$ cat config.mk
export PLATFORM = sky130hd
export DESIGN_NAME = exception_vectoring_unit
export DESIGN_NICKNAME = d
export VERILOG_FILES = /design/src/common/exc_pkg.sv /design/src/exception_vectoring_unit.sv /design/src/opcode_trap_decode.sv
export SDC_FILE = /design/constraint.sdc
export NUM_CORES = 1
export LEC_CHECK = 0
export CORE_UTILIZATION = 35
export DETAILED_ROUTE_END_ITERATION = 8
export DONT_BUFFER_PORTS = 1
export PLACE_DENSITY = 0.59
export SLEW_MARGIN = 25
export SYNTH_ARGS = -nofsm -noshare
export SYNTH_HDL_FRONTEND = slang
export SYNTH_SLANG_ARGS = --single-unit
$ cat constraint.sdc
create_clock -name mclk -period 20.4 [get_ports mclk]
set_input_delay 3.06 -clock mclk [delete_from_list [all_inputs] [get_ports mclk]]
set_output_delay 3.06 -clock mclk [all_outputs]
set_load 0.1 [all_outputs]
$ cat src/common/exc_pkg.sv
// Shared constants and types of the exception vectoring unit
package exc_pkg;
  // ----------------------------------------
  // Vector table
  // ----------------------------------------
  localparam int          VEC_TABLE_ENTRIES = 256;
  localparam int          VEC_TABLE_BYTES   = 1024;
  localparam int          VEC_NUM_W         = 8;
  localparam int          VEC_OFS_SHIFT     = 2;
  localparam logic [31:0] VTB_RESET         = 32'h0000_0000;
  localparam logic [31:0] WORD_STEP         = 32'h0000_0002;

  // ----------------------------------------
  // Status register fields
  // ----------------------------------------
  localparam int          SR_T1_BIT    = 15;
  localparam int          SR_T0_BIT    = 14;
  localparam int          SR_S_BIT     = 13;
  localparam int          SR_IMASK_LO  = 8;
  localparam int          SR_IMASK_HI  = 10;

  // ----------------------------------------
  // Stack frame
  // ----------------------------------------
  localparam logic [3:0]  FMT_FOUR_WORD = 4'h0;
  localparam logic [3:0]  FMT_SIX_WORD  = 4'h2;
  localparam logic [31:0] FRAME4_BYTES  = 32'h0000_0008;
  localparam logic [31:0] FRAME6_BYTES  = 32'h0000_000C;
  localparam logic [31:0] FMT_WORD_OFS  = 32'h0000_0006;
  localparam logic [1:0]  FRAME4_LAST   = 2'h3;

  // ----------------------------------------
  // Internally generated vector numbers
  // ----------------------------------------
  localparam logic [7:0]  VEC_ILLEGAL    = 8'h04;
  localparam logic [7:0]  VEC_LINE_F     = 8'h0B;
  localparam logic [7:0]  VEC_FORMAT_ERR = 8'h0E;

  // ----------------------------------------
  // Unimplemented opcode patterns (mask, match)
  // ----------------------------------------
  localparam logic [15:0] BITFIELD_MASK  = 16'hF8C0;
  localparam logic [15:0] BITFIELD_MATCH = 16'hE8C0;
  localparam logic [15:0] MODULE_MASK    = 16'hFFC0;
  localparam logic [15:0] MODULE_MATCH   = 16'h06C0;
  localparam logic [15:0] CAS_MASK       = 16'hF9C0;
  localparam logic [15:0] CAS_MATCH      = 16'h08C0;
  localparam logic [15:0] CAS_SIZE_MASK  = 16'h0600;
  localparam logic [15:0] BCD_MASK       = 16'hF130;
  localparam logic [15:0] BCD_MATCH      = 16'h8100;
  localparam logic [15:0] BCD_SEL_MASK   = 16'h00C0;
  localparam logic [15:0] LINE_F_MASK    = 16'hF000;
  localparam logic [15:0] LINE_F_MATCH   = 16'hF000;
  localparam logic [2:0]  CP_ID_NATIVE   = 3'h4;

  typedef enum logic [3:0] {
    st_idle, st_snap, st_vec, st_push, st_fetch, st_load, st_rfmt, st_rword
  } exc_state_e;
endpackage : exc_pkg

$ cat src/exception_vectoring_unit.sv
// Exception vectoring unit: vector lookup, frame push and return-from-exception
`timescale 1ns/1ps
module exception_vectoring_unit (
  input  wire logic        mclk,
  input  wire logic        rst,
  input  wire logic        vtb_wr,
  input  wire logic [31:0] vtb_wdata,
  input  wire logic [15:0] sr_in,
  input  wire logic [31:0] pc_in,
  input  wire logic [31:0] supervisor_stack_pointer,
  input  wire logic [31:0] user_stack_pointer,
  input  wire logic        exc_req,
  input  wire logic [7:0]  exc_vec_num,
  input  wire logic        decode_valid,
  input  wire logic [15:0] opword,
  input  wire logic        ea_illegal,
  input  wire logic        irq_req,
  input  wire logic [2:0]  irq_level,
  input  wire logic        ext_vec_valid,
  input  wire logic [7:0]  ext_vec_num,
  input  wire logic        return_from_exception_op,
  input  wire logic        loop_active,
  input  wire logic        mem_ack,
  input  wire logic [15:0] mem_rdata,
  output logic [31:0]      vector_table_base,
  output logic [31:0]      active_sp,
  output logic             busy,
  output logic             iack,
  output logic             loop_exit,
  output logic             mem_req,
  output logic             mem_we,
  output logic [31:0]      mem_addr,
  output logic [15:0]      mem_wdata,
  output logic             ctx_load,
  output logic [15:0]      new_sr,
  output logic [31:0]      new_pc,
  output logic [31:0]      new_supervisor_stack_pointer
);
  // ----------------------------------------
  // State
  // ----------------------------------------
  typedef struct packed {
    exc_pkg::exc_state_e st;
    logic [31:0]         vtb;
    logic [31:0]         asp;
    logic [15:0]         sr_snap;
    logic [31:0]         pc_snap;
    logic [15:0]         sr_work;
    logic [7:0]          vec;
    logic                ext_src;
    logic [31:0]         sp;
    logic [31:0]         frame_len;
    logic [1:0]          wi;
    logic [15:0]         hi_word;
    logic                busy;
    logic                iack;
    logic                loop_exit;
    logic                mem_req;
    logic                mem_we;
    logic [31:0]         mem_addr;
    logic [15:0]         mem_wdata;
    logic                ctx_load;
    logic [15:0]         new_sr;
    logic [31:0]         new_pc;
    logic [31:0]         new_supervisor_stack_pointer;
  } evu_s;

  evu_s s_q;
  evu_s s_d;

  logic        trap_hit;
  logic [7:0]  trap_vec;
  logic [31:0] vec_ofs;
  logic [31:0] vec_addr;
  logic [15:0] fv_word;

  opcode_trap_decode opcode_trap_decode_inst (
    .opword     (opword),
    .ea_illegal (ea_illegal),
    .trap_hit   (trap_hit),
    .trap_vec   (trap_vec)
  );

  // ----------------------------------------
  // Next state
  // ----------------------------------------
  always_comb
  begin
    s_d = s_q;
    s_d.loop_exit = 1'b0;
    s_d.ctx_load  = 1'b0;
    vec_ofs  = {22'h0, s_q.vec, 2'h0};
    vec_addr = 32'(s_q.vtb + vec_ofs);
    fv_word  = {exc_pkg::FMT_FOUR_WORD, vec_ofs[11:0]};
    if (vtb_wr)
    begin
      s_d.vtb = vtb_wdata;
    end
    s_d.asp = sr_in[exc_pkg::SR_S_BIT] ? supervisor_stack_pointer : user_stack_pointer;
    unique case (s_q.st)
      exc_pkg::st_idle:
      begin
        if ((decode_valid && trap_hit) || exc_req || irq_req)
        begin
          s_d.ext_src = !(decode_valid && trap_hit) && !exc_req && irq_req;
          s_d.vec     = (decode_valid && trap_hit) ? trap_vec : exc_vec_num;
          s_d.st      = exc_pkg::st_snap;
          s_d.busy    = 1'b1;
        end
        else if (return_from_exception_op)
        begin
          s_d.sp       = supervisor_stack_pointer;
          s_d.mem_req  = 1'b1;
          s_d.mem_we   = 1'b0;
          s_d.mem_addr = 32'(supervisor_stack_pointer + exc_pkg::FMT_WORD_OFS);
          s_d.st       = exc_pkg::st_rfmt;
          s_d.busy     = 1'b1;
        end
      end
      exc_pkg::st_snap:
      begin
        s_d.sr_snap = sr_in;
        s_d.pc_snap = pc_in;
        s_d.sr_work = sr_in;
        s_d.sr_work[exc_pkg::SR_S_BIT]  = 1'b1;
        s_d.sr_work[exc_pkg::SR_T1_BIT] = 1'b0;
        s_d.sr_work[exc_pkg::SR_T0_BIT] = 1'b0;
        if (s_q.ext_src)
        begin
          s_d.sr_work[exc_pkg::SR_IMASK_HI:exc_pkg::SR_IMASK_LO] = irq_level;
        end
        s_d.loop_exit = loop_active;
        s_d.iack      = s_q.ext_src;
        s_d.st        = exc_pkg::st_vec;
      end
      exc_pkg::st_vec:
      begin
        if (!s_q.ext_src || ext_vec_valid)
        begin
          if (s_q.ext_src)
          begin
            s_d.vec = ext_vec_num;
          end
          s_d.iack      = 1'b0;
          s_d.sp        = 32'(supervisor_stack_pointer - exc_pkg::FRAME4_BYTES);
          s_d.wi        = 2'h0;
          s_d.mem_req   = 1'b1;
          s_d.mem_we    = 1'b1;
          s_d.mem_addr  = 32'(supervisor_stack_pointer - exc_pkg::FRAME4_BYTES);
          s_d.mem_wdata = s_q.sr_snap;
          s_d.st        = exc_pkg::st_push;
        end
      end
      exc_pkg::st_push:
      begin
        if (mem_ack)
        begin
          if (s_q.wi == exc_pkg::FRAME4_LAST)
          begin
            s_d.mem_we   = 1'b0;
            s_d.mem_addr = vec_addr;
            s_d.wi       = 2'h0;
            s_d.st       = exc_pkg::st_fetch;
          end
          else
          begin
            s_d.wi       = 2'(s_q.wi + 2'h1);
            s_d.mem_addr = 32'(s_q.mem_addr + exc_pkg::WORD_STEP);
            unique case (s_q.wi)
              2'h0: s_d.mem_wdata = s_q.pc_snap[31:16];
              2'h1: s_d.mem_wdata = s_q.pc_snap[15:0];
              2'h2: s_d.mem_wdata = fv_word;
              2'h3: s_d.mem_wdata = fv_word;
            endcase
          end
        end
      end
      exc_pkg::st_fetch:
      begin
        if (mem_ack)
        begin
          if (s_q.wi == 2'h0)
          begin
            s_d.hi_word  = mem_rdata;
            s_d.wi       = 2'h1;
            s_d.mem_addr = 32'(s_q.mem_addr + exc_pkg::WORD_STEP);
          end
          else
          begin
            s_d.mem_req = 1'b0;
            s_d.new_pc  = {s_q.hi_word, mem_rdata};
            s_d.new_sr  = s_q.sr_work;
            s_d.new_supervisor_stack_pointer = s_q.sp;
            s_d.st      = exc_pkg::st_load;
          end
        end
      end
      exc_pkg::st_load:
      begin
        s_d.ctx_load = 1'b1;
        s_d.busy     = 1'b0;
        s_d.st       = exc_pkg::st_idle;
      end
      exc_pkg::st_rfmt:
      begin
        if (mem_ack)
        begin
          if (mem_rdata[15:12] == exc_pkg::FMT_FOUR_WORD
              || mem_rdata[15:12] == exc_pkg::FMT_SIX_WORD)
          begin
            s_d.frame_len = (mem_rdata[15:12] == exc_pkg::FMT_FOUR_WORD) ?
                            exc_pkg::FRAME4_BYTES : exc_pkg::FRAME6_BYTES;
            s_d.mem_addr  = s_q.sp;
            s_d.wi        = 2'h0;
            s_d.st        = exc_pkg::st_rword;
          end
          else
          begin
            s_d.mem_req = 1'b0;
            s_d.ext_src = 1'b0;
            s_d.vec     = exc_pkg::VEC_FORMAT_ERR;
            s_d.st      = exc_pkg::st_snap;
          end
        end
      end
      exc_pkg::st_rword:
      begin
        if (mem_ack)
        begin
          s_d.wi       = 2'(s_q.wi + 2'h1);
          s_d.mem_addr = 32'(s_q.mem_addr + exc_pkg::WORD_STEP);
          unique case (s_q.wi)
            2'h0: s_d.new_sr  = mem_rdata;
            2'h1: s_d.hi_word = mem_rdata;
            default:
            begin
              s_d.mem_req = 1'b0;
              s_d.new_pc  = {s_q.hi_word, mem_rdata};
              s_d.new_supervisor_stack_pointer = 32'(s_q.sp + s_q.frame_len);
              s_d.st      = exc_pkg::st_load;
            end
          endcase
        end
      end
      default:
      begin
        s_d.st = exc_pkg::st_idle;
      end
    endcase
  end

  // ----------------------------------------
  // Registers
  // ----------------------------------------
  always_ff @(posedge mclk or posedge rst)
  begin
    if (rst)
    begin
      s_q     <= '0;
      s_q.st  <= exc_pkg::st_idle;
      s_q.vtb <= exc_pkg::VTB_RESET;
    end
    else
    begin
      s_q <= s_d;
    end
  end

  assign vector_table_base = s_q.vtb;
  assign active_sp         = s_q.asp;
  assign busy              = s_q.busy;
  assign iack              = s_q.iack;
  assign loop_exit         = s_q.loop_exit;
  assign mem_req           = s_q.mem_req;
  assign mem_we            = s_q.mem_we;
  assign mem_addr          = s_q.mem_addr;
  assign mem_wdata         = s_q.mem_wdata;
  assign ctx_load          = s_q.ctx_load;
  assign new_sr            = s_q.new_sr;
  assign new_pc            = s_q.new_pc;
  assign new_supervisor_stack_pointer = s_q.new_supervisor_stack_pointer;
endmodule : exception_vectoring_unit

$ cat src/opcode_trap_decode.sv
// Unimplemented opcode and illegal addressing mode trap decoder
`timescale 1ns/1ps
module opcode_trap_decode (
  input  wire logic [15:0] opword,
  input  wire logic        ea_illegal,
  output logic             trap_hit,
  output logic [7:0]       trap_vec
);
  logic bit_field_ops;
  logic module_ops;
  logic dual_compare_and_set_op;
  logic bcd_ops;
  logic coproc_ops;

  always_comb
  begin
    bit_field_ops = (opword & exc_pkg::BITFIELD_MASK) == exc_pkg::BITFIELD_MATCH;
    module_ops   = (opword & exc_pkg::MODULE_MASK) == exc_pkg::MODULE_MATCH;
    // Compare-and-set pairs, size field zero is a different opcode
    dual_compare_and_set_op = ((opword & exc_pkg::CAS_MASK) == exc_pkg::CAS_MATCH)
                              && ((opword & exc_pkg::CAS_SIZE_MASK) != 16'h0000);
    // Pack and bcd_unpack_op: select bits 01 or 10; 00 and 11 are decimal subtract and divide
    bcd_ops      = ((opword & exc_pkg::BCD_MASK) == exc_pkg::BCD_MATCH)
                   && (^(opword & exc_pkg::BCD_SEL_MASK));
    // Line F except the native table and stop group
    coproc_ops   = ((opword & exc_pkg::LINE_F_MASK) == exc_pkg::LINE_F_MATCH)
                   && (opword[11:9] != exc_pkg::CP_ID_NATIVE);
    trap_hit = bit_field_ops || module_ops || dual_compare_and_set_op
               || bcd_ops || coproc_ops || ea_illegal;
    trap_vec = coproc_ops ? exc_pkg::VEC_LINE_F : exc_pkg::VEC_ILLEGAL;
  end
endmodule : opcode_trap_decode

Word level (Yosys, flattened, before mapping)
Cells that the tools add are included.
Widths: inputs -> output; s select.
{"block": "classes", "add_sub_neg": 6, "n_eq_ne": 36, "mux": 75, "reduce_logical": 50}
{"operator": "$mux 32", "n": 10}
{"operator": "$mux 80", "n": 3}
{"operator": "$pmux 32 s6", "n": 1}
{"operator": "$pmux 80 s2", "n": 1}
{"operator": "$mux 34", "n": 2}
{"operator": "$mux 64", "n": 1}
{"operator": "$pmux 16 s2", "n": 2}
{"operator": "$pmux 32 s2", "n": 1}
{"operator": "$mux 18", "n": 3}
{"operator": "$mux 50", "n": 1}
{"operator": "$mux 49", "n": 1}
{"operator": "$mux 16", "n": 3}
{"operator": "$pmux 16 s3", "n": 1}
{"operator": "$mux 4", "n": 11}
{"operator": "$ne 2x2->1 const B", "n": 17}
{"operator": "$add 32x10->32", "n": 1}
{"operator": "$add 32x2->32 const B", "n": 1}
{"operator": "$add 32x3->32 const B", "n": 1}
{"operator": "$add 32x4->32", "n": 1}
{"operator": "$sub 32x4->32 const B", "n": 1}
{"operator": "$pmux 4 s7", "n": 1}
{"operator": "$mux 9", "n": 3}
{"operator": "$mux 8", "n": 3}
{"operator": "$pmux 8 s3", "n": 1}
{"operator": "39 further kinds", "n": 96}
{"block": "totals", "regBits": 327, "input_bits": 206, "output_inout_bits": 198, "word_cells": 190}

Longest topological paths before layout
Gate-level depths: netlist (run 1).
{"block": "logic_depth", "word_depth": 12, "mapped_depth": 11, "ltp_nobuf": 10}

Modules after synthesis
Synthesis (run 1) repeated with hierarchy kept, for this count alone.
{"block": "unflattened", "cells_unflattened": 1959, "hier_area_um2": 18650.4}
{"mod": "exception_vectoring_unit", "n_inst": 1, "cells_per_inst": 1937, "area_per_inst_um2": 18474.0, "seq_area_each_um2": 7857.5}
{"mod": "opcode_trap_decode", "n_inst": 1, "cells_per_inst": 22, "area_per_inst_um2": 176.4, "seq_area_each_um2": 0.0}

Least setup slack after synthesis (run 1)
No wires, ideal clock.
{"block": "synth_path", "path_kind": "in2reg", "start": "input port supervisor_stack_pointer[3]", "end": "register s_q (netlist bit mem_addr[15])", "setup_ns": 0.121, "arrival_ns": 5.270, "t_required_ns": 20.279, "path_slack_ns": 15.009, "path_stages": 10, "n_path_buf": 1, "cell_sequence": "clkbuf_1 -> inv_1 -> ha_1 -> or4b_2 -> nor4b_2 -> xnor2_1 -> o21ai_0 -> a221oi_1 -> o21ai_0 -> a22o_1"}
{"block": "synth_via", "elab_chain_cells": 4, "elab_cells_between_ends": 6, "cone_classes": "add/sub: 2; mux: 4"}
{"item": "from (decl)", "line": "exception_vectoring_unit.sv:10", "rtl": "input wire logic [31:0] supervisor_stack_pointer,"}
{"item": "$add 32x3->32", "line": "exception_vectoring_unit.sv:115", "rtl": "s_d.mem_addr = 32'(supervisor_stack_pointer + exc_pkg::FMT_WORD_OFS);"}
{"item": "$mux 34", "line": "exception_vectoring_unit.sv:110", "rtl": "else if (return_from_exception_op)"}
{"item": "$mux 34", "line": "exception_vectoring_unit.sv:103", "rtl": "if ((decode_valid && trap_hit) || exc_req || irq_req)"}
{"item": "$pmux 32 s6 *", "line": "exception_vectoring_unit.sv:100", "rtl": "unique case (s_q.st)"}
{"item": "to (decl)", "line": "exception_vectoring_unit.sv:68", "rtl": "evu_s s_q;"}
Every way passes the cells marked *; elsewhere a longest branch is shown, timed or not. The select of a mux whose other input is x is not followed.
A chain may end at the register's enable or synchronous reset.

Worst setup path in the final report (run 1)
{"block": "layout_path", "start": "input port opword[6]", "end": "register s_q (netlist bit mem_addr[24])"}
{"block": "layout_via", "elab_chain_cells": 11, "elab_cells_between_ends": 16, "cone_classes": "eq/ne: 4; reduce/logical: 12"}
{"item": "from (decl)", "line": "exception_vectoring_unit.sv:15", "rtl": "input wire logic [15:0] opword,"}
{"item": "$eq 10x5->1, or another cell as far along", "line": "opcode_trap_decode.sv:18", "rtl": "module_ops = (opword & exc_pkg::MODULE_MASK) == exc_pkg::MODULE_MATCH;"}
{"item": "$logic_or 1x1->1 / $logic_and 1x1->1 (equally long branches)", "line": "opcode_trap_decode.sv:28, opcode_trap_decode.sv:21"}
{"item": "$logic_or 1x1->1", "line": "opcode_trap_decode.sv:28", "rtl": "trap_hit = bit_field_ops || module_ops || dual_compare_and_set_op"}
{"item": "$logic_or 1x1->1 * (3 in a row)", "line": "opcode_trap_decode.sv:29", "rtl": "|| bcd_ops || coproc_ops || ea_illegal;"}
{"item": "$logic_and 1x1->1 *", "line": "exception_vectoring_unit.sv:103"}
{"item": "$logic_or 1x1->1 * (2 in a row)", "line": "exception_vectoring_unit.sv:103"}
{"item": "$ne 2x2->1 (no source line) *"}
{"item": "$reduce_and 10->1 (no source line) *"}
Every way passes the cells marked *; elsewhere a longest branch is shown, timed or not.

==> impl_metrics.csv, run 1 <==
group,metric,value,unit
yosys,synth_top_area_share,41.7,%
timing,fin_skew,0.0179,ns
critical_path,start_kind,"input pin",
critical_path,crit_family,"compound AO/OA/AOI/OAI gates",
final_layout,instances_no_fill,2445,
critical_path,crit_cells,9,
die,ios,404,
hold_path,min_from,"s_q[238]",
clock_tree,post_cts_resized,0,
yosys,synth_nets,2210,
route,post_drt_wl_per_cell,23.9,um
critical_path,crit_path_end_kind,"flop",
yosys,avgSynthCellArea,9.50,sq um
critical_path,r2r_slack,16.28,ns
critical_path,critPathSlowestCell,"a41oi_2",
clock_tree,cts.reportedPaths.clkPinSlew,0.06,ns
global_route,grtUsageTotal,20.8,%
die,core_area,52900,sq um
critical_path,cp_data_arrival_time,5.68,ns
critical_path,slowest_delay,0.60,ns
timing,rsz0062_at_grt,"false",
run_status,status,"complete, but fails checks",
die,start_util,35.6,%
timing,finalHoldViolations,0,
critical_path,crit_buf_inv,1,
yosys,syn_inst,1982,
power,vdd_drop_max,0.0657,mV
die,die_h,234,um
global_route,grt_pass1_vias,12800,
final_layout,syn2layout_area_growth,3.04,%
clock_tree,root_buffer,"clkbuf_16",
timing,tightest_slew,1.12,ns
final_layout,diodes,0,
final_layout,fillers,5167,
clock_tree,postCtsHoldBufs,0,
yosys,mappedNetlistArea,18800,sq um
final_layout,drive_above_1_share,17.3,%
critical_path,critPathMaxFanout,59,
placement,port_buffers,0,
yosys,synthMostInstantiatedCell,"dfrtp_1",
route,via_per_inst,5.55,
clock_tree,cts.path.max_buffers,3,
critical_path,crit_start,"opword[6]",
final_layout,nets,1956,
critical_path,path_class,"input pin to flop",
route,totalWireLength,58500,um
timing,finalCriticalPeriod,5.22,ns
power,p_leak,7.74,nW
global_route,antenna_found_initial,3,
route,drc,6,
power,power.density,202,nW/um^2
critical_path,worstPathCellList,"ha_1 > nor4b_1 > a41oi_1 > a41oi_2 > nor3_4 > a31oi_4 > buf_4 > nor3_1 > a221oi_1",
route,antenna_left,0,
die,die_area,54700,sq um
placement,dpl.cell_count,2375,
yosys,ys_async_sr_fraction,100,%
final_layout,final_util,36.7,%
yosys,synth_seq_cells,314,
yosys,synth_area_leaders,"dfrtp_1 (42%), mux2_2 (9.7%), buf_4 (7.7%)",
yosys,synth_warnings,0,
critical_path,cp-endpoint,"mem_addr[24]",
hold_path,hold_path_class,"flop to flop",
route,drtIter0Drc,1077,
yosys,yosys.area.top_type,"dfrtp_1",
die,rows,84,
final_layout,register_area,7870,sq um
route,first_pass_iters,7,
critical_path,r2r_end,"mem_addr[28]",
critical_path,timing.rr.start,"vector_table_base[2]",
timing,report.final.slew_viol_count,0,
global_route,grt_pass1_wl,85600,um
global_route,grt_max_degree,123,
run_status,violations,"design-rule violations",
clock_tree,h-tree-depth,2,
timing,fin_tns_setup,0,ns
final_layout,multiInputGateArea,8900,sq um
yosys,synthTopCellsByCount,"dfrtp_1 (314), buf_4 (194), nand2_1 (169), mux2_2 (162), nor2_1 (131)",
timing,fmax,192,MHz
run,maxCapViolCount,0,
route,vias,13600,
clock_tree,clock-sinks,314,
placement,gp_congestion,0.921,
yosys,synth_edf_count,0,
die,die_w,234,um
critical_path,required,20.86,ns
timing,hold_ws,0.476,ns
yosys,yosysUniqueCellTypes,82,
critical_path,worstRegToRegCells,10,
timing,fin_crit_sh,25.6,%
timing,max-slew-margin-rel,25.4,%
yosys,ys_seq_area_share,41.7,%
clock_tree,cts_tree,"done",
timing,setup_viol,0,
global_route,grt_overflow,0,
yosys,synth_ff_type,"dfrtp_1",
placement,dp_hpwl,43100,um
clock_tree,clk-insertion-delay-late,0.58,ns
clock_tree,cts_setup_buffers,0,
clock_tree,numCtsBuffers,39,
-- final cells by class --
class	instances	area share, %
clock buffers	48	5.56
flip-flops and latches	314	40.6
repair buffers	25	0.967
clock inverters	22	1.83
inverters	38	0.774
multi-input cells	1310	45.9
well taps	688	4.44
-- how the worst min path moves through the flow --
stage                to  depth (start not counted)
6_report       s_q[238]                          1
5_1_grt        s_q[238]                          1
4_1_cts        s_q[238]                          1
3_5_place_dp   s_q[238]                          1
3_3_place_gp   s_q[238]                          1
2_1_floorplan  s_q[238]                          1
-- report_power, final --
part / total, mW / switching, mW / internal (mW)
Clock: 0.770 / 0.290 / 0.480
Combinational: 1.08 / 0.654 / 0.429
Sequential: 2.07 / 1.22 / 0.852
-- cell families after synthesis --
| family | after synthesis | share of synthesized area (%) |
|---|---|---|
| buf+inv | 358 | 11.3 |
| simple gates | 548 | 14.2 |
| xor+xnor | 149 | 6.93 |
| flops | 314 | 41.7 |
| compound gates | 404 | 13.2 |
| fa+ha+maj | 22 | 1.54 |
| mux | 187 | 11.0 |
-- metal layers --
metal,up-vias,wire length [um],track usage [%]
li1,6282,-,-
met1,6684,25500,28.2
met2,511,26100,31.2
met3,99,4940,6.40
met4,4,1920,7.28
met5,-,26,0
-- state kept, by name, summed over array words and instances (netlist names) --
name	cells
active_sp	32
busy	1
ctx_load	1
fv_word	8
iack	1
loop_exit	1
mem_addr	32
mem_req	1
mem_wdata	16
mem_we	1
new_pc	32
new_sr	16
new_supervisor_stack_pointer	32
s_q	108
vector_table_base	32
-- layout by cell type, fill, tap and decap left out, types with 18 or more instances in the layout --
master     count
a211oi_1      20
a21oi_1      122
a22oi_1       18
buf_4         25
clkbuf_16     39
dfrtp_1      301
ha_1          20
inv_1         36
mux2_2       162
mux2i_1       25
nand2_1      169
nand3_1       59
nand4_1       38
nor2_1       129
nor3_1        31
nor4_1        19
o21ai_0      127
xnor2_1       77
xor2_1        72
-- through the flow --
stage | cell area (sq um) | setup slack (ns) | power, mW
6_report | 19400 | 15.18 | 3.92
5_1_grt | 19400 | 15.03 | 4.11
4_1_cts | 19400 | 15.22 | 3.94
3_5_place_dp | 18000 | 14.62 | 3.16
3_3_place_gp | 17900 | 14.60 | 3.12
2_1_floorplan | 18800 | 8.65 | 3.01
Note: power is estimated with default switching activity, not from simulation.
==> run 2, diff against run 1 <==
clock period = 5.1 ns   (was 20.4 ns; I/O delays follow)
==> impl_metrics.csv, run 2 (synthesis results as in run 1) <==
group,metric,value,unit
global_route,grt.busiest_layer,"met2",
timing,report.final.slew_viol_count,0,
critical_path,crit_family,"compound AO/OA/AOI/OAI gates",
final_layout,layout_commonest_cell,"dfrtp_1",
global_route,grt_overflow,0,
final_layout,drive_above_1_share,18.3,%
route,via_per_inst,5.48,
die,rows,84,
die,die_w,234,um
power,vdd_drop_max,0.285,mV
critical_path,critPathSlowestCell,"dfrtp_1",
critical_path,worstRegToRegCells,8,
power,clock_power_share,18.2,%
route,totalWireLength,58700,um
final_layout,fillers,5195,
clock_tree,postCtsHoldBufs,0,
final_layout,regMostFlops,"s_q",
final_layout,multiInputGateArea,8900,sq um
global_route,gr-usage-met3,5.47,%
timing,max-slew-margin-rel,27.3,%
timing,rsz0062_at_grt,"false",
run,maxCapViolCount,0,
critical_path,crit_path_end_kind,"flop",
timing,fmax,279,MHz
critical_path,path_class,"flop to flop",
die,ios,404,
route,post_drt_wl_per_cell,23.6,um
timing,setup_viol,0,
power,power.density,796,nW/um^2
global_route,grt_pass1_wl,86400,um
critical_path,start_kind,"flop",
clock_tree,cts.path.max_buffers,3,
critical_path,critPathMaxFanout,10,
route,antenna_left,0,
power,p_int,6.92,mW
critical_path,cp_data_arrival_time,4.03,ns
final_layout,final_util,37.1,%
route,vias,13600,
critical_path,r2r_slack,1.52,ns
critical_path,worstPathCellList,"ha_1 > and2b_1 > o2111ai_1 > a31o_2 > a2111oi_0 > mux2i_1 > a41oi_2 > o221a_2",
die,core_area,52900,sq um
clock_tree,clock-sinks,314,
clock_tree,post_cts_resized,0,
timing,fin_tns_setup,0,ns
clock_tree,cts_tree,"done",
final_layout,nets,1994,
global_route,met2_usage,31.5,%
clock_tree,numCtsBuffers,38,
final_layout,register_area,7860,sq um
power,pwr-share-comb,32.9,%
power,p_leak,7.88,nW
global_route,antenna_found_initial,4,
route,drtIter0Drc,1041,
timing,fin_skew,0.0191,ns
final_layout,final_cell_mix,"dfrtp_1 (313), nand2_1 (169), mux2_2 (162), nor2_1 (128), o21ai_0 (127)",
global_route,grtUsageTotal,21.0,%
hold_path,hold_path_class,"input pin to asynchronous set/reset pin",
run_status,violations,"design-rule violations",
route,drc,14,
run_status,status,"complete, but fails checks",
final_layout,syn2layout_area_growth,4.03,%
timing,tightest_slew,1.09,ns
final_layout,largest_register_ffs,108,
timing,fin_crit_sh,70.2,%
clock_tree,root_buffer,"clkbuf_16",
critical_path,required,5.55,ns
route,first_pass_iters,7,
die,start_util,35.6,%
global_route,use_met1,29.4,%
global_route,grt_pass1_vias,13100,
critical_path,crit_cells,8,
power,seqPwrFrac,48.9,%
critical_path,slowest_delay,0.76,ns
clock_tree,h-tree-depth,2,
die,die_area,54700,sq um
power,power.total,15.6,mW
die,die_h,234,um
timing,finalHoldViolations,0,
placement,gp_congestion,0.873,
power,sw_frac_of_total,55.6,%
global_route,grt_max_degree,121,
power,p_switching,8.67,mW
critical_path,crit_buf_inv,0,
placement,port_buffers,0,
clock_tree,cts_setup_buffers,0,
clock_tree,clk-insertion-delay-late,0.57,ns
placement,dp_hpwl,43700,um
timing,finalCriticalPeriod,3.58,ns
clock_tree,cts.reportedPaths.clkPinSlew,0.06,ns
run 2: metrics by stage:
step | setup slack (ns) | hold slack, ns | instance area, sq um | instances
2_1_floorplan | 0.152 | 0.439 | 18800 | 1982
5_1_grt | 1.22 | 0.272 | 19600 | 2483
6_report | 1.52 | 0.219 | 19600 | 2486
3_3_place_gp | 1.56 | 0.467 | 18300 | 2414
4_1_cts | 1.54 | 0.235 | 19600 | 2482
3_5_place_dp | 1.58 | 0.477 | 18300 | 2414
run 2: per-layer routing:
layer  vias to the layer above  wire (um)
met2                       498      26800
met3                        84       4420
met5                         -          0
met1                      6669      25900
li1                       6378          -
met4                         0       1490
run 2: power by group through the flow:
stage / sequential (mW) / clock, mW / combinational [mW]
after CTS: 7.65 / 2.91 / 5.12
after detailed placement: 7.69 / 0 / 5.09
after global placement: 7.66 / 0 / 4.97
after global routing: 7.76 / 3.02 / 5.59
final: 7.63 / 2.84 / 5.13
after floorplan: 4.17 / 0 / 7.86
run 2: path summary, 6_finish.rpt:
kind / start / end
hold / removal: rst / active_sp[6]
setup reg to reg: vector_table_base[4] / mem_addr[28]
max in group asynchronous: rst / vector_table_base[16]
hold reg to reg: s_q[238] / s_q[238]
setup / recovery: vector_table_base[4] / mem_addr[28]
min in group mclk: vtb_wr / vector_table_base[27]
run 2: area by class of cell:
| type | count | area share [%] |
|---|---|---|
| flip-flops and latches | 314 | 40.1 |
| clock inverters | 21 | 1.32 |
| well taps | 688 | 4.39 |
| diodes | 4 | 0.0511 |
| inverters | 38 | 0.747 |
| clock buffers | 47 | 5.34 |
| repair buffers | 64 | 2.60 |
| multi-input cells | 1310 | 45.4 |
run 2: worst reg2reg max path: cells and delay by family (launching register included):
kind                     cells  cell delay (ns)
AND/OR/NAND/NOR              1             0.16
flip-flops                   1             0.76
adder cells (fa/ha/maj)      1             0.56
AO/OA/AOI/OAI                5             1.61
multiplexers                 1             0.39
